$ cat src/core/dpa_pkg.sv
// shared constants for the secondary-channel audio packetizer
`default_nettype none
package dpa_pkg;
	// register port geometry
	localparam int ADDR_W = 8;
	localparam int DATA_W = 32;
	// register offsets (byte addresses, one word each)
	localparam logic [7:0] OFS_AUDIO_CTRL = 8'h00;
	localparam logic [7:0] OFS_CHANNELS = 8'h04;
	localparam logic [7:0] OFS_INFO_DATA = 8'h08;
	localparam logic [7:0] OFS_AUD_NUM = 8'h0c;
	localparam logic [7:0] OFS_AUD_DEN = 8'h10;
	localparam logic [7:0] OFS_EXT_DATA = 8'h14;
	localparam logic [7:0] OFS_MISC = 8'h18;
	localparam logic [7:0] OFS_STATUS = 8'h1c;
	localparam logic [7:0] OFS_VID_NUM = 8'h20;
	localparam logic [7:0] OFS_VID_DEN = 8'h24;
	localparam logic [7:0] OFS_AUD_M_RD = 8'h28;
	// status bit positions
	localparam int ST_EXT_SENT = 0;
	localparam int ST_EXT_FULL = 1;
	localparam int ST_INFO_LOADED = 2;
	localparam int ST_SID_MISMATCH = 3;
	// packet geometry
	localparam logic [3:0] SAMPLES_PER_PKT = 4'h8;
	localparam logic [3:0] WORDS_PER_PKT = 4'h8;
	localparam logic [5:0] HDR_END = 6'h04;
	localparam logic [5:0] HDR_PAR_END = 6'h08;
	localparam logic [5:0] PAY_END = 6'h28;
	localparam logic [5:0] PKT_LAST = 6'h2f;
	// header type codes
	localparam logic [7:0] TYPE_AUDIO = 8'h02;
	localparam logic [7:0] TYPE_INFO = 8'h84;
	localparam logic [7:0] TYPE_EXT = 8'h85;
	// timing and ratio constants
	localparam int INFO_PERIOD_CYC = 8192;
	localparam int AUD_N_WINDOW_CYC = 32768;
	localparam logic [23:0] VID_N_FIXED = 24'h008000;
	// reset values
	localparam logic [31:0] RST_WORD = 32'h0000_0000;
	// packet engine states
	typedef enum logic [1:0] {
		DPA_IDLE = 2'b01,
		DPA_SEND = 2'b10
	} dpa_state_type;
	typedef enum logic [1:0] {
		DPA_K_AUDIO = 2'b00,
		DPA_K_INFO = 2'b01,
		DPA_K_EXT = 2'b10
	} dpa_kind_type;
endpackage : dpa_pkg
`default_nettype wire

$ cat src/core/dpa_packetizer.sv
// secondary-channel audio, info and extension packet builder
//
// The implementer's own choices: the plain strobed port and the placing of the registers.
`default_nettype none
// Functional notes
// audio words are 32 bits: control bits, 24-bit sample, preamble.
// a word is taken only when tvalid and tready are both high.
// packets: 4 header, 4 parity, 32 payload, 8 parity bytes.
// eight samples are collected before an audio packet is sent.
// the source puts the channel id on tid with each sample.
// info frame packet id must match tid bits 7 to 4.
// writing zero to control disables audio, flushes buffers, sets mute; the code flushes the sample buffer and the info load, not the extension buffer.
// software disables audio before changing video or audio parameters.
// info frame is eight ordered writes, stored in arrival order.
// channel count register holds channels minus one.
// synchronous mode sends host-written audio ratio values.
// writing one to control enables audio transmission.
// info packet is sent once per frame or every 8192 cycles.
// software disables audio before changing the info packet.
// re-programming: disable, wait for stable clocks, enable, wait.
// one extension buffer, sent at first free secondary slot.
// extension packet is eight 32-bit words.
// a sent pulse follows each extension packet; software waits for it.
// asynchronous mode measures audio ratio from the 512 fs clock.
// misc bit 0 set: send host-programmed video ratio values.
// misc bit 0 clear: fixed denominator, numerator from clocking input.
// while disabled tready is low and no audio packet starts.
module dpa_packetizer
	import dpa_pkg::*;
#(
	parameter int INFO_PERIOD = INFO_PERIOD_CYC,
	parameter int AUD_WINDOW = AUD_N_WINDOW_CYC
) (
	input wire logic clk,
	input wire logic rstn,
	input wire logic [ADDR_W-1:0] reg_addr,
	input wire logic [DATA_W-1:0] reg_wdata,
	input wire logic reg_wr,
	input wire logic reg_rd,
	output logic [DATA_W-1:0] reg_rdata,
	input wire logic [31:0] s_axis_audio_tdata,
	input wire logic [7:0] s_axis_audio_tid,
	input wire logic s_axis_audio_tvalid,
	output logic s_axis_audio_tready,
	input wire logic aud_ref_clk,
	input wire logic frame_start,
	input wire logic [23:0] vid_m_in,
	output logic [7:0] pkt_data,
	output logic pkt_valid,
	output logic pkt_sop,
	output logic pkt_eop,
	input wire logic pkt_ready,
	output logic vertical_blank_identifier_mute,
	output logic extension_packet_sent_irq,
	output logic [23:0] vid_m_out,
	output logic [23:0] vid_n_out,
	output logic [23:0] audio_m_value,
	output logic [23:0] audio_n_value
);
	// byte of a packet at position idx, parity bytes derived from the data
	function automatic logic [7:0] dpa_byte(input logic [5:0] idx, input logic [31:0] hdr,
		input logic [255:0] pay);
		logic [7:0] b;
		logic [4:0] pi;
		logic [2:0] pj;
		b = 8'h00;
		pi = 5'(idx - HDR_PAR_END);
		pj = 3'(idx - PAY_END);
		if (idx < HDR_END) begin
			b = hdr[8*idx[1:0] +: 8];
		end else if (idx < HDR_PAR_END) begin
			b = hdr[8*idx[1:0] +: 8] ^ hdr[8*(2'(idx[1:0] + 2'h1)) +: 8];
		end else if (idx < PAY_END) begin
			b = pay[8*pi +: 8];
		end else begin
			b = pay[8*pj +: 8] ^ pay[8*(pj+8) +: 8] ^ pay[8*(pj+16) +: 8] ^ pay[8*(pj+24) +: 8];
		end
		return b;
	endfunction : dpa_byte

	logic ctrl_en_reg;
	logic [2:0] chan_reg;
	logic misc_sync_reg;
	logic [23:0] aud_num_reg;
	logic [23:0] aud_den_reg;
	logic [23:0] vid_num_reg;
	logic [23:0] vid_den_reg;
	logic [31:0] info_mem [8];
	logic [3:0] info_ptr_reg;
	logic [31:0] ext_mem [8];
	logic [3:0] ext_ptr_reg;
	logic ext_sent_reg;
	logic sid_mismatch_reg;
	logic [31:0] samp_mem [8];
	logic [3:0] samp_cnt_reg;
	logic [7:0] first_tid_reg;
	logic info_due_reg;
	logic [13:0] info_tmr_reg;
	dpa_state_type state_reg;
	dpa_kind_type kind_reg;
	logic [5:0] idx_reg;
	logic [2:0] aref_sync_reg;
	logic [23:0] aud_edges_reg;
	logic [23:0] aud_m_meas_reg;
	logic [15:0] aud_win_reg;

	logic wr_ctrl, wr_info, wr_ext, wr_status;
	logic info_loaded, ext_full, take, byte_go, last_go;
	logic start_info, start_ext, start_audio;
	logic [31:0] cur_hdr;
	logic [255:0] cur_pay;

	assign wr_ctrl = reg_wr && (reg_addr == OFS_AUDIO_CTRL);
	assign wr_info = reg_wr && (reg_addr == OFS_INFO_DATA);
	assign wr_ext = reg_wr && (reg_addr == OFS_EXT_DATA);
	assign wr_status = reg_wr && (reg_addr == OFS_STATUS);
	assign info_loaded = (info_ptr_reg == WORDS_PER_PKT);
	assign ext_full = (ext_ptr_reg == WORDS_PER_PKT);
	// a byte only advances once it is really offered, so the load cycle never skips byte 0
	assign byte_go = pkt_valid && pkt_ready;
	assign last_go = byte_go && (idx_reg == PKT_LAST);

	// intake stalls while an audio packet drains, so the buffer never overwrites
	assign s_axis_audio_tready = ctrl_en_reg && (samp_cnt_reg < SAMPLES_PER_PKT)
		&& !((state_reg == DPA_SEND) && (kind_reg == DPA_K_AUDIO));
	assign take = s_axis_audio_tvalid && s_axis_audio_tready;

	// launch arbitration: info first, then extension, then audio
	assign start_info = (state_reg == DPA_IDLE) && info_due_reg && info_loaded;
	assign start_ext = (state_reg == DPA_IDLE) && !start_info && ext_full;
	assign start_audio = (state_reg == DPA_IDLE) && !start_info && !ext_full
		&& ctrl_en_reg && (samp_cnt_reg == SAMPLES_PER_PKT);

	// control and configuration registers
	always_ff @(posedge clk or negedge rstn) begin
		if (!rstn) begin
			ctrl_en_reg <= 1'b0;
			chan_reg <= 3'h0;
			misc_sync_reg <= 1'b0;
			aud_num_reg <= 24'h000000;
			aud_den_reg <= 24'h000000;
			vid_num_reg <= 24'h000000;
			vid_den_reg <= 24'h000000;
		end else if (reg_wr) begin
			unique case (reg_addr)
				OFS_AUDIO_CTRL: ctrl_en_reg <= reg_wdata[0];
				OFS_CHANNELS: chan_reg <= reg_wdata[2:0];
				OFS_MISC: misc_sync_reg <= reg_wdata[0];
				OFS_AUD_NUM: aud_num_reg <= reg_wdata[23:0];
				OFS_AUD_DEN: aud_den_reg <= reg_wdata[23:0];
				OFS_VID_NUM: vid_num_reg <= reg_wdata[23:0];
				OFS_VID_DEN: vid_den_reg <= reg_wdata[23:0];
				default: ;
			endcase
		end
	end

	// info frame words land in arrival order; a disable restarts the load
	always_ff @(posedge clk or negedge rstn) begin
		if (!rstn) begin
			info_ptr_reg <= 4'h0;
		end else if (wr_ctrl && !reg_wdata[0]) begin
			info_ptr_reg <= 4'h0;
		end else if (wr_info && !info_loaded) begin
			info_mem[info_ptr_reg[2:0]] <= reg_wdata;
			info_ptr_reg <= info_ptr_reg + 4'h1;
		end
	end

	// extension buffer: writes while full are dropped until the packet leaves
	always_ff @(posedge clk or negedge rstn) begin
		if (!rstn) begin
			ext_ptr_reg <= 4'h0;
		end else if (last_go && (kind_reg == DPA_K_EXT)) begin
			ext_ptr_reg <= 4'h0;
		end else if (wr_ext && !ext_full) begin
			ext_mem[ext_ptr_reg[2:0]] <= reg_wdata;
			ext_ptr_reg <= ext_ptr_reg + 4'h1;
		end
	end

	// sent pulse and its sticky copy; a new send beats a clear in the same cycle
	always_ff @(posedge clk or negedge rstn) begin
		if (!rstn) begin
			extension_packet_sent_irq <= 1'b0;
			ext_sent_reg <= 1'b0;
		end else begin
			extension_packet_sent_irq <= last_go && (kind_reg == DPA_K_EXT);
			if (last_go && (kind_reg == DPA_K_EXT)) begin
				ext_sent_reg <= 1'b1;
			end else if (wr_status && reg_wdata[ST_EXT_SENT]) begin
				ext_sent_reg <= 1'b0;
			end
		end
	end

	// sample buffer; tid is kept from the first sample of each packet
	always_ff @(posedge clk or negedge rstn) begin
		if (!rstn) begin
			samp_cnt_reg <= 4'h0;
			first_tid_reg <= 8'h00;
		end else if (!ctrl_en_reg || (last_go && (kind_reg == DPA_K_AUDIO))) begin
			samp_cnt_reg <= 4'h0;
		end else if (take) begin
			samp_mem[samp_cnt_reg[2:0]] <= s_axis_audio_tdata;
			samp_cnt_reg <= samp_cnt_reg + 4'h1;
			if (samp_cnt_reg == 4'h0) begin
				first_tid_reg <= s_axis_audio_tid;
			end
		end
	end

	// stream id check against the low nibble of the packet id byte of the first info word
	always_ff @(posedge clk or negedge rstn) begin
		if (!rstn) begin
			sid_mismatch_reg <= 1'b0;
		end else if (take && info_loaded && (s_axis_audio_tid[7:4] != info_mem[0][3:0])) begin
			sid_mismatch_reg <= 1'b1;
		end else if (wr_status && reg_wdata[ST_SID_MISMATCH]) begin
			sid_mismatch_reg <= 1'b0;
		end
	end

	// info repeat: per frame or per period, whichever comes first
	always_ff @(posedge clk or negedge rstn) begin
		if (!rstn) begin
			info_tmr_reg <= 14'h0000;
			info_due_reg <= 1'b0;
		end else begin
			if (frame_start || (info_tmr_reg == 14'(INFO_PERIOD - 1))) begin
				info_tmr_reg <= 14'h0000;
			end else begin
				info_tmr_reg <= info_tmr_reg + 14'h0001;
			end
			if (ctrl_en_reg && (frame_start || (info_tmr_reg == 14'(INFO_PERIOD - 1)))) begin
				info_due_reg <= 1'b1;
			end else if (start_info || !ctrl_en_reg) begin
				info_due_reg <= 1'b0;
			end
		end
	end

	// header and payload of the packet being sent
	always_comb begin
		cur_hdr = RST_WORD;
		cur_pay = '0;
		unique case (kind_reg)
			DPA_K_AUDIO: begin
				cur_hdr = {first_tid_reg, 5'h00, chan_reg, TYPE_AUDIO, 4'h0, first_tid_reg[7:4]};
				for (int i = 0; i < 8; i++) begin
					cur_pay[32*i +: 32] = samp_mem[i];
				end
			end
			DPA_K_INFO: begin
				cur_hdr = {16'h0000, TYPE_INFO, info_mem[0][7:0]};
				for (int i = 0; i < 8; i++) begin
					cur_pay[32*i +: 32] = info_mem[i];
				end
			end
			default: begin
				cur_hdr = {16'h0000, TYPE_EXT, 8'h00};
				for (int i = 0; i < 8; i++) begin
					cur_pay[32*i +: 32] = ext_mem[i];
				end
			end
		endcase
	end

	// packet engine: one byte per accepted cycle, 48 bytes per packet
	always_ff @(posedge clk or negedge rstn) begin
		if (!rstn) begin
			state_reg <= DPA_IDLE;
			kind_reg <= DPA_K_AUDIO;
			idx_reg <= 6'h00;
		end else begin
			unique case (state_reg)
				DPA_IDLE: begin
					idx_reg <= 6'h00;
					if (start_info) begin
						kind_reg <= DPA_K_INFO;
						state_reg <= DPA_SEND;
					end else if (start_ext) begin
						kind_reg <= DPA_K_EXT;
						state_reg <= DPA_SEND;
					end else if (start_audio) begin
						kind_reg <= DPA_K_AUDIO;
						state_reg <= DPA_SEND;
					end
				end
				DPA_SEND: begin
					if (last_go) begin
						state_reg <= DPA_IDLE;
					end else if (byte_go) begin
						idx_reg <= idx_reg + 6'h01;
					end
				end
			endcase
		end
	end

	// the byte register moves with the index on an advance and catches up one cycle after a load
	always_ff @(posedge clk or negedge rstn) begin
		if (!rstn) begin
			pkt_data <= 8'h00;
		end else begin
			pkt_data <= dpa_byte(byte_go ? 6'(idx_reg + 6'h01) : idx_reg, cur_hdr, cur_pay);
		end
	end
	// first byte is only valid after its load cycle
	logic loaded_reg;
	always_ff @(posedge clk or negedge rstn) begin
		if (!rstn) begin
			loaded_reg <= 1'b0;
		end else begin
			loaded_reg <= (state_reg == DPA_SEND) && !last_go;
		end
	end
	assign pkt_valid = (state_reg == DPA_SEND) && loaded_reg;
	assign pkt_sop = pkt_valid && (idx_reg == 6'h00);
	assign pkt_eop = pkt_valid && (idx_reg == PKT_LAST);

	// audio reference pin: two flops, then an edge detect on the second
	always_ff @(posedge clk or negedge rstn) begin
		if (!rstn) begin
			aref_sync_reg <= 3'b000;
		end else begin
			aref_sync_reg <= {aref_sync_reg[1:0], aud_ref_clk};
		end
	end

	// count reference edges over a fixed window; limited to refs below clk/2
	always_ff @(posedge clk or negedge rstn) begin
		if (!rstn) begin
			aud_win_reg <= 16'h0000;
			aud_edges_reg <= 24'h000000;
			aud_m_meas_reg <= 24'h000000;
		end else if (aud_win_reg == 16'(AUD_WINDOW - 1)) begin
			aud_win_reg <= 16'h0000;
			aud_m_meas_reg <= aud_edges_reg;
			aud_edges_reg <= 24'h000000;
		end else begin
			aud_win_reg <= aud_win_reg + 16'h0001;
			if (aref_sync_reg[1] && !aref_sync_reg[2]) begin
				aud_edges_reg <= aud_edges_reg + 24'h000001;
			end
		end
	end

	// ratio outputs chosen by the clock mode bit
	always_ff @(posedge clk or negedge rstn) begin
		if (!rstn) begin
			vid_m_out <= 24'h000000;
			vid_n_out <= 24'h000000;
			audio_m_value <= 24'h000000;
			audio_n_value <= 24'h000000;
		end else if (misc_sync_reg) begin
			vid_m_out <= vid_num_reg;
			vid_n_out <= vid_den_reg;
			audio_m_value <= aud_num_reg;
			audio_n_value <= aud_den_reg;
		end else begin
			vid_m_out <= vid_m_in;
			vid_n_out <= VID_N_FIXED;
			audio_m_value <= aud_m_meas_reg;
			audio_n_value <= 24'(AUD_WINDOW);
		end
	end

	// mute flag in the blanking identifier follows the enable
	always_ff @(posedge clk or negedge rstn) begin
		if (!rstn) begin
			vertical_blank_identifier_mute <= 1'b1;
		end else begin
			vertical_blank_identifier_mute <= !ctrl_en_reg;
		end
	end

	// read data the cycle after the strobe; unmapped offsets read zero
	always_ff @(posedge clk or negedge rstn) begin
		if (!rstn) begin
			reg_rdata <= RST_WORD;
		end else if (reg_rd) begin
			unique case (reg_addr)
				OFS_AUDIO_CTRL: reg_rdata <= {31'h0, ctrl_en_reg};
				OFS_CHANNELS: reg_rdata <= {29'h0, chan_reg};
				OFS_MISC: reg_rdata <= {31'h0, misc_sync_reg};
				OFS_AUD_NUM: reg_rdata <= {8'h00, aud_num_reg};
				OFS_AUD_DEN: reg_rdata <= {8'h00, aud_den_reg};
				OFS_VID_NUM: reg_rdata <= {8'h00, vid_num_reg};
				OFS_VID_DEN: reg_rdata <= {8'h00, vid_den_reg};
				OFS_AUD_M_RD: reg_rdata <= {8'h00, aud_m_meas_reg};
				OFS_STATUS: reg_rdata <= {24'h0, samp_cnt_reg, sid_mismatch_reg, info_loaded,
					ext_full, ext_sent_reg};
				default: reg_rdata <= RST_WORD;
			endcase
		end else begin
			reg_rdata <= RST_WORD;
		end
	end

	a_ready_disabled: assert property (@(posedge clk) disable iff (!rstn)
		!ctrl_en_reg |-> !s_axis_audio_tready) else $error("tready high while disabled");
	a_ready_full: assert property (@(posedge clk) disable iff (!rstn)
		(samp_cnt_reg == SAMPLES_PER_PKT) |-> !s_axis_audio_tready) else $error("tready high with full buffer");
	a_mute_follow: assert property (@(posedge clk) disable iff (!rstn)
		$fell(ctrl_en_reg) |=> vertical_blank_identifier_mute && (samp_cnt_reg == 4'h0))
		else $error("disable did not mute and flush");
	a_ext_pulse: assert property (@(posedge clk) disable iff (!rstn)
		(pkt_eop && pkt_ready && (kind_reg == DPA_K_EXT)) |=> extension_packet_sent_irq ##1 ext_sent_reg)
		else $error("extension sent pulse missing");
	a_pkt_length: assert property (@(posedge clk) disable iff (!rstn)
		(pkt_eop && pkt_ready) |-> (idx_reg == 6'h2f)) else $error("packet length wrong");
	a_audio_start: assert property (@(posedge clk) disable iff (!rstn)
		$rose(state_reg == DPA_SEND) && (kind_reg == DPA_K_AUDIO) |-> (samp_cnt_reg == 4'h8))
		else $error("audio packet with fewer than eight samples");
	a_info_due: assert property (@(posedge clk) disable iff (!rstn)
		(ctrl_en_reg && frame_start) |=> info_due_reg || (state_reg == DPA_SEND)) else $error("info not due");
	a_async_ratio: assert property (@(posedge clk) disable iff (!rstn)
		!misc_sync_reg ##1 !misc_sync_reg && $past(rstn) |-> (vid_n_out == VID_N_FIXED) && (vid_m_out == $past(vid_m_in)))
		else $error("async video ratio wrong");
	a_sync_ratio: assert property (@(posedge clk) disable iff (!rstn)
		misc_sync_reg ##1 misc_sync_reg && $past(rstn) |-> (vid_m_out == $past(vid_num_reg)) && (audio_n_value == $past(aud_den_reg)))
		else $error("sync ratio wrong");
	a_ext_first: assert property (@(posedge clk) disable iff (!rstn)
		(state_reg == DPA_IDLE) && ext_full && !start_info |=> (state_reg == DPA_SEND) && (kind_reg == DPA_K_EXT))
		else $error("extension packet not sent at first slot");
endmodule : dpa_packetizer
`default_nettype wire

$ cat config.mk
export PLATFORM = sky130hd
export DESIGN_NAME = dpa_packetizer
export DESIGN_NICKNAME = d
export VERILOG_FILES = /design/src/core/dpa_pkg.sv /design/src/core/dpa_packetizer.sv
export SDC_FILE = /design/constraint.sdc
export NUM_CORES = 1
export LEC_CHECK = 0
export ABC_AREA = 1
export BUFFER_PORTS_ARGS = -buffer_cell sky130_fd_sc_hd__buf_2
export CAP_MARGIN = 20
export CORE_MARGIN = 2
export CORE_UTILIZATION = 30
export CTS_BUF_LIST = sky130_fd_sc_hd__clkbuf_16
export CTS_CLUSTER_DIAMETER = 120
export DETAILED_ROUTE_END_ITERATION = 6
export PLACE_DENSITY = 0.53
export SLEW_MARGIN = 20
export SYNTH_ARGS = -nofsm -noshare
export SYNTH_HDL_FRONTEND = slang
export SYNTH_SLANG_ARGS = --single-unit
$ cat constraint.sdc
create_clock -name clk -period 11.8 [get_ports clk]
set_input_delay 2.36 -clock clk [delete_from_list [all_inputs] [get_ports clk]]
set_output_delay 2.36 -clock clk [all_outputs]
set_load 0.02 [all_outputs]
==> reports/summary.md, run 1 <==
## Worst hold path
* **path type of the worst min-delay path** flop to flop

## Synthesis
* **average instance area after synthesis** 10.93 sq um
* **largest cells by area after synthesis** sky130_fd_sc_hd__edfxtp_1 50%, sky130_fd_sc_hd__dfrtp_1 19%, sky130_fd_sc_hd__nand2_1 9.0%
* **area of the mapped netlist** 45690 sq um
* **flip-flop cell with the highest count after synthesis** sky130_fd_sc_hd__edfxtp_1
* **leading area contributor after synthesis** sky130_fd_sc_hd__edfxtp_1
* **top cell type's share of synthesized area** 50.48%
* **Synth cell types** 55
* **warnings from Yosys** 0
* **gate count of the mapped netlist** 4180
* **number of enable flip-flop cells after synthesis** 768
* **proportion of synthesized chip area in sequential cells** 69.44%
* **FF+latch count, synth** 1114
* **Post-synth ARST share** 31.06%

## Cells and area
* **FILL cells** 15110
* **most common library cell in the layout ignoring fill and taps** sky130_fd_sc_hd__nand2_1
* **leading cell types in the layout, fill and taps excluded** 1091 x sky130_fd_sc_hd__nand2_1, 768 x sky130_fd_sc_hd__edfxtp_1, 342 x sky130_fd_sc_hd__dfrtp_1
* **Total Nets Final** 4538
* **layout overhead on the synthesized area** 16.46%
* **core occupancy in the finished layout** 35.11%
* **layout cells sized above 1** 12.54%

## Timing
* **Final Critical Period** 5.337 ns
* **post-route clock period utilization** 45.23%
* **final setup vio count** 0
* **final-report hold violation count** 0
* **total negative slack for setup checks** 0 ns
* **clock tree skew after final layout** 0.03456 ns
* **hold slack** 0.3478 ns
* **actual slew at the worst max-slew pin** 1.182 ns
* **max-slew violation count** 0
* **worst-case headroom to the max-slew limit** 20.48%
* **worst-case setup margin in the final layout** 6.463 ns
* **peak clock frequency supported by timing** 0.1874 GHz
* **unrepaired setup endpoints after global routing** false

## Job
* **max_cap viols** 0

## Place
* **port buffer count** 245
* **worst slack at placement** 5.884 ns
* **routability cong.** 0.8504
* **DPL Wire Length** 93.84 mm

## Routing
* **number of iterations in the first detailed-routing pass** 5
* **initial detailed-routing violation count** 2955
* **Top Layer Used** met5
* **met2 WL post-DR** 71.90 mm
* **total detailed-routing wirelength** 152.3 mm
* **wire length on met1** 64.13 mm
* **count of vias placed by the detailed router** 32340
* **average wire length per cell after detail routing** 23.24 um
* **Detail Route met3 WL** 12.04 mm
* **Antenna Violating Nets Remaining** 0
* **Vias/cell** 4.934
* **total DRC errors in the routed layout** 0

## Die
* **number of core rows** 143
* **Initial Util** 30.15%
* **Floorplan Core Area** 151500 sq um
* **DIE AREA** 155400 sq um
* **number of top-level design ports** 254
* **die boundary width** 394.2 um
* **floorplan die height** 394.2 um

## Setup path
* **kind of end point of the critical path** output pin
* **slowest library cell on the worst path** sky130_fd_sc_hd__nor4_1
* **category of the most critical setup path** flop to output pin
* **cell type with the highest occurrence count on the critical path** sky130_fd_sc_hd__inv_1
* **largest fanout on the critical path** 5
* **Crit path buffers/inverters** 3
* **Critical Path Max Stage Delay** 0.58 ns
* **Worst path top cell family by delay** simple AND/OR/NAND/NOR gates
* **cell chain of the critical path** inv_1, nor2_2, inv_1, nor2_1, nand2_1, nor4_1, buf_2
* **startpoint kind of the worst setup timing path** flop
* **critical path arrival** 2.98 ns
* **required arrival time at the worst endpoint** 9.44 ns

## Status
* **result of the run** completed

## Power and ir drop
* **total power density per cell area** 198.0 nW/um^2
* **peak ir drop on the vdd network** 0.1311 mV
* **leakage power** 21.37 nW
* **post-route total power** 10.54 mW

## Clock network
* **Max Root-Sink Buffers** 3
* **clock latency of the later-clocked register in the worst-skew pair** 0.76 ns
* **number of hold buffers added after CTS** 0
* **number of levels the H-tree was split into** 3
* **post-CTS sizing** 0
* **cell chosen for the clock root** sky130_fd_sc_hd__clkbuf_16
* **CTS Buf Count** 119
* **clock tree from TritonCTS** built
* **CTS sink cnt** 1114
* **setup repair bufs after CTS** 0
* **clock-pin slew on the worst setup and hold paths** 0.06 ns

## Global routing
* **largest net degree at the start of global routing** 145
* **global route total overflow** 0
* **global-route wire length before repair** 220.3 mm
* **Total GRT Usage** 19.19%
* **initial antenna violation count** 13
* **number of global-route vias before repair** 31370

Yosys cell counts (12+ instances only):
master and instances:
sky130_fd_sc_hd__a221oi_1 12, sky130_fd_sc_hd__inv_1 314, sky130_fd_sc_hd__o22ai_1 114, sky130_fd_sc_hd__nor2_1 316, sky130_fd_sc_hd__nand4_1 41, sky130_fd_sc_hd__nor3_1 61
sky130_fd_sc_hd__buf_2 89, sky130_fd_sc_hd__dfrtp_1 344, sky130_fd_sc_hd__buf_4 19, sky130_fd_sc_hd__clkbuf_1 89, sky130_fd_sc_hd__edfxtp_1 768, sky130_fd_sc_hd__a22oi_1 32
sky130_fd_sc_hd__or2_2 14, sky130_fd_sc_hd__nand3_1 244, sky130_fd_sc_hd__xor2_1 31, sky130_fd_sc_hd__a21oi_1 113, sky130_fd_sc_hd__o211ai_1 22, sky130_fd_sc_hd__nand2_1 1093
sky130_fd_sc_hd__o21ai_0 336
cell families after synthesis:
group,count (synthesis),share of synthesized area (%)
XOR/XNOR,34,0.6518
flip-flops,1114,69.44
adder cells (fa/ha/maj),11,0.3013
AO/OA/AOI/OAI,681,8.435
other,1,0.008208
AND/OR/NAND/NOR,1799,16.17
buffers and inverters,531,4.779
multiplexers,9,0.2191
metrics by stage:
stage | std cells | instance area [sq um]
detailed placement | 6323 | 49300
global route | 6552 | 53200
global placement | 6323 | 49300
floorplan | 4187 | 45710
CTS | 6549 | 53170
finish | 6555 | 53200
where the power goes:
part	leakage, nW	switching (mW)	internal (mW)
logic	7.93	1.78	0.657
clock network	2.01	1.61	2.11
registers	11.4	0.0946	4.29
routing by layer:
layer	track usage, %	vias to the layer above
met4	5.699	6
met1	25.47	16090
met5	0	-
li1	-	14800
met2	30.98	1217
met3	4.736	222
area by class of cell:
type	instances	area [sq um]	area share, %
Antenna cell	5	12.51	0.02352
Clock buffer	122	3053	5.738
Clock inverter	104	815.8	1.533
Inverter	324	1219	2.291
Multi-Input combinational cell	2542	12020	22.59
Sequential cell	1114	31730	59.64
Tap cell	2030	2540	4.774
Timing Repair Buffer	314	1817	3.415
path summary, 6_finish.rpt:
check / cells after the start / from / slack, ns / to
max in group asynchronous: 4 / rstn / 7.16 / aud_num_reg[13]$_DFFE_PN0P_
min in group asynchronous: 1 / rstn / 1.64 / vid_num_reg[6]$_DFFE_PN0P_
hold reg to reg: 0 / aref_sync_reg[0]$_DFF_PN0_ / 0.35 / aref_sync_reg[1]$_DFF_PN0_
hold / removal: 0 / aref_sync_reg[0]$_DFF_PN0_ / 0.35 / aref_sync_reg[1]$_DFF_PN0_
setup / recovery: 7 / state_reg[1]$_DFFE_PN0P_ / 6.46 / pkt_sop
setup reg to reg: 20 / kind_reg[1]$_DFFE_PN0P_ / 7.11 / pkt_data[3]$_DFF_PN0_
Note: power is estimated with default switching activity, not from simulation.
==> run 2, diff against run 1 <==
Clock period 11.8 ns to 5.6 ns, I/O delays scaled along.
==> run 2 against run 1 <==
Compared with the run above: non-clock buffer count is 20 higher; cell area is 0.35% higher; cell count is 0.24% higher; register-to-register slack worse by 5.3 ns; sequential share of layout area is 0.21 points lower; via count is 0.12% higher; die area stayed put; wire length is 2.0% lower; combinational power is 130% higher; global-route usage is 0.31 points lower; setup slack worse by 4.8 ns; critical endpoint is now info_mem[6][30]$_DFFE_PP_; largest cell class unchanged; highest routed layer unchanged.
==> reports/summary.md, run 2 (synthesis gave the netlist of run 1 again) <==
## Timing
* **final setup vio count** 0, unchanged
* **Final Critical Period** 3.948 ns
* **actual slew at the worst max-slew pin** 1.058 ns, was 1.182 ns
* **clock tree skew after final layout** 0.03354 ns, was 0.03456 ns
* **worst-case headroom to the max-slew limit** 29.47%, was 20.48%
* **worst-case setup margin in the final layout** 1.652 ns, was 6.463 ns
* **peak clock frequency supported by timing** 0.2533 GHz
* **unrepaired setup endpoints after global routing** false, unchanged
* **final-report hold violation count** 0, unchanged
* **max-slew violation count** 0, unchanged
* **total negative slack for setup checks** 0 ns, unchanged
* **post-route clock period utilization** 70.51%
* **hold slack** 0.2810 ns, was 0.3478 ns

## Clock network
* **CTS Buf Count** 120, was 119
* **post-CTS sizing** 0, unchanged
* **number of hold buffers added after CTS** 0, unchanged
* **setup repair bufs after CTS** 0, unchanged
* **number of levels the H-tree was split into** 3, unchanged
* **clock tree from TritonCTS** built, unchanged
* **CTS sink cnt** 1114, unchanged
* **clock-pin slew on the worst setup and hold paths** 0.06 ns, about the same
* **cell chosen for the clock root** sky130_fd_sc_hd__clkbuf_16, unchanged
* **clock latency of the later-clocked register in the worst-skew pair** 0.76 ns, about the same
* **Max Root-Sink Buffers** 3, unchanged

## Global routing
* **Total GRT Usage** 18.88%, was 19.19%
* **number of global-route vias before repair** 31450, was 31370
* **initial antenna violation count** 20, was 13
* **global route total overflow** 0, unchanged
* **global-route wire length before repair** 217.8 mm, was 220.3 mm
* **Most Crowded Layer GR** met2, unchanged
* **global routing met1 resource utilization** 25.13%, was 25.47%
* **met3 Usage GRT** 3.848%, was 4.736%
* **largest net degree at the start of global routing** 174, was 145
* **met2 global-route usage** 30.73%, was 30.98%

## Power and ir drop
* **Switching Fraction** 33.87%, was 32.99%
* **power spent charging and discharging nets** 7.608 mW, was 3.476 mW
* **post-route total power** 22.46 mW, was 10.54 mW
* **leakage power** 21.49 nW, was 21.37 nW
* **total power density per cell area** 420.7 nW/um^2, was 198.0 nW/um^2
* **share of power burned in the clock network** 34.4%, was 35.3%
* **sequential power share** 41.1%, was 41.6%
* **cell-internal power** 14.85 mW, was 7.060 mW
* **fraction of power consumed by combinational cells** 24.4%, was 23.1%
* **peak ir drop on the vdd network** 0.3178 mV, was 0.1311 mV

## Routing
* **total detailed-routing wirelength** 149.4 mm, was 152.3 mm
* **average wire length per cell after detail routing** 22.73 um, was 23.24 um
* **count of vias placed by the detailed router** 32380, was 32340
* **initial detailed-routing violation count** 2736, was 2955
* **Vias/cell** 4.927, was 4.934
* **Antenna Violating Nets Remaining** 0, unchanged
* **number of iterations in the first detailed-routing pass** 6, was 5
* **total DRC errors in the routed layout** 0, unchanged

## Place
* **DPL Wire Length** 95.31 mm, was 93.84 mm
* **routability cong.** 0.8909, was 0.8504
* **worst slack at placement** 0.8928 ns, was 5.884 ns
* **port buffer count** 245, unchanged

## Cells and area
* **layout overhead on the synthesized area** 16.86%, was 16.46%
* **core occupancy in the finished layout** 35.23%, was 35.11%
* **leading cell types in the layout, fill and taps excluded** 1091 x sky130_fd_sc_hd__nand2_1, 768 x sky130_fd_sc_hd__edfxtp_1, 345 x sky130_fd_sc_hd__inv_1, was 1091 x sky130_fd_sc_hd__nand2_1, 768 x sky130_fd_sc_hd__edfxtp_1, 342 x sky130_fd_sc_hd__dfrtp_1
* **most common library cell in the layout ignoring fill and taps** sky130_fd_sc_hd__nand2_1, unchanged
* **FILL cells** 15110, about the same
* **Total Nets Final** 4559, was 4538
* **layout cells sized above 1** 12.76%, was 12.54%

## Die
* **Floorplan Core Area** 151500 sq um, unchanged
* **number of core rows** 143, unchanged
* **floorplan die height** 394.2 um, unchanged
* **Initial Util** 30.15%, unchanged
* **die boundary width** 394.2 um, unchanged
* **number of top-level design ports** 254, unchanged
* **DIE AREA** 155400 sq um, unchanged

## Status
* **result of the run** completed, unchanged

## Worst hold path
* **path type of the worst min-delay path** input port to asynchronous set/reset pin, was flop to flop

## Setup path
* **kind of end point of the critical path** flop, was output pin
* **Reg-to-Reg Start** kind_reg[0]$_DFFE_PN0P_, was kind_reg[1]$_DFFE_PN0P_
* **R2R setup slack** 1.81 ns, was 7.11 ns
* **cell type with the highest occurrence count on the critical path** sky130_fd_sc_hd__nor3_1, was sky130_fd_sc_hd__inv_1
* **critical path arrival** 4.38 ns, was 2.98 ns
* **cell chain of the critical path** buf_2, or2_2, nor3_1, nand2_1, nor3_1, nand3_1, nor2_4, buf_4, was inv_1, nor2_2, inv_1, nor2_1, nand2_1, nor4_1, buf_2
* **cell count of the worst reg-to-reg path** 17, was 20
* **required arrival time at the worst endpoint** 6.03 ns, was 9.44 ns
* **slowest library cell on the worst path** sky130_fd_sc_hd__nor3_1, was sky130_fd_sc_hd__nor4_1
* **Critical Path Max Stage Delay** 0.75 ns, was 0.58 ns
* **category of the most critical setup path** input port to flop, was flop to output pin
* **startpoint kind of the worst setup timing path** input port, was flop
* **endpoint of the most critical register-to-register path** pkt_data[4]$_DFF_PN0_, was pkt_data[3]$_DFF_PN0_
* **largest fanout on the critical path** 18, was 5

## Job
* **max_cap viols** 0, unchanged

==> run 2: changes by cell type in the layout (fill, tap and decap cells not counted), sizes merged <==
cell	change
bufinv	-5
diode	-3
buf	+20
clkinv	-8
inv	+10
clkbuf	+2
==> run 2: routing by layer <==
| metal | up-vias | wire (um) |
|---|---|---|
| met4 | 14 | 4407 |
| met3 | 246 | 11360 |
| met2 | 1227 | 70550 |
| met5 | - | 80 |
| li1 | 14860 | - |
| met1 | 16040 | 62960 |
==> run 2: how the worst max path moves through the flow <==
stage                start                         to  slack, ns  cells past startpoint
2_1_floorplan  reg_addr[7]   info_mem[4][0]$_DFFE_PP_       0.47                      6
6_report       reg_addr[7]  info_mem[6][30]$_DFFE_PP_       1.65                      8
5_1_grt        reg_addr[7]  info_mem[6][30]$_DFFE_PP_       1.44                      8
3_3_place_gp   reg_addr[7]  info_mem[6][11]$_DFFE_PP_       0.92                      8
3_5_place_dp   reg_addr[7]  info_mem[6][11]$_DFFE_PP_       0.89                      8
4_1_cts        reg_addr[7]  info_mem[6][30]$_DFFE_PP_       1.70                      8
==> run 2: worst max-delay path, delay by kind of cell <==
kind                   cells  cell delay [ns]
buffers and inverters      2             0.45
AND/OR/NAND/NOR            6             2.78
==> run 2: per-stage QoR <==
| stage | instances | instance area, sq um |
|---|---|---|
| 2_1_floorplan | 4187 | 45710 |
| 4_1_cts | 6568 | 53360 |
| 3_3_place_gp | 6340 | 49480 |
| 3_5_place_dp | 6343 | 49560 |
| 5_1_grt | 6570 | 53390 |
| 6_report | 6571 | 53390 |
==> run 2: layout make-up <==
cell class                      count  area (sq um)  area share, %
Antenna cell                        2         5.005       0.009374
Timing Repair Buffer              334          2069          3.876
Clock inverter                    101         700.7          1.312
Sequential cell                  1114         31730          59.43
Tap cell                         2030          2540          4.757
Clock buffer                      124          3103          5.812
Inverter                          324          1219          2.283
Multi-Input combinational cell   2542         12020          22.52
==> run 2: power by group through the flow <==
stage	sequential, mW	combinational (mW)	clock, mW
2_1_floorplan	9.41	3.25	0
3_3_place_gp	9.41	5.38	0
3_5_place_dp	9.40	5.46	0
4_1_cts	9.24	5.47	7.90
5_1_grt	9.26	6.07	8.21
6_report	9.24	5.49	7.74
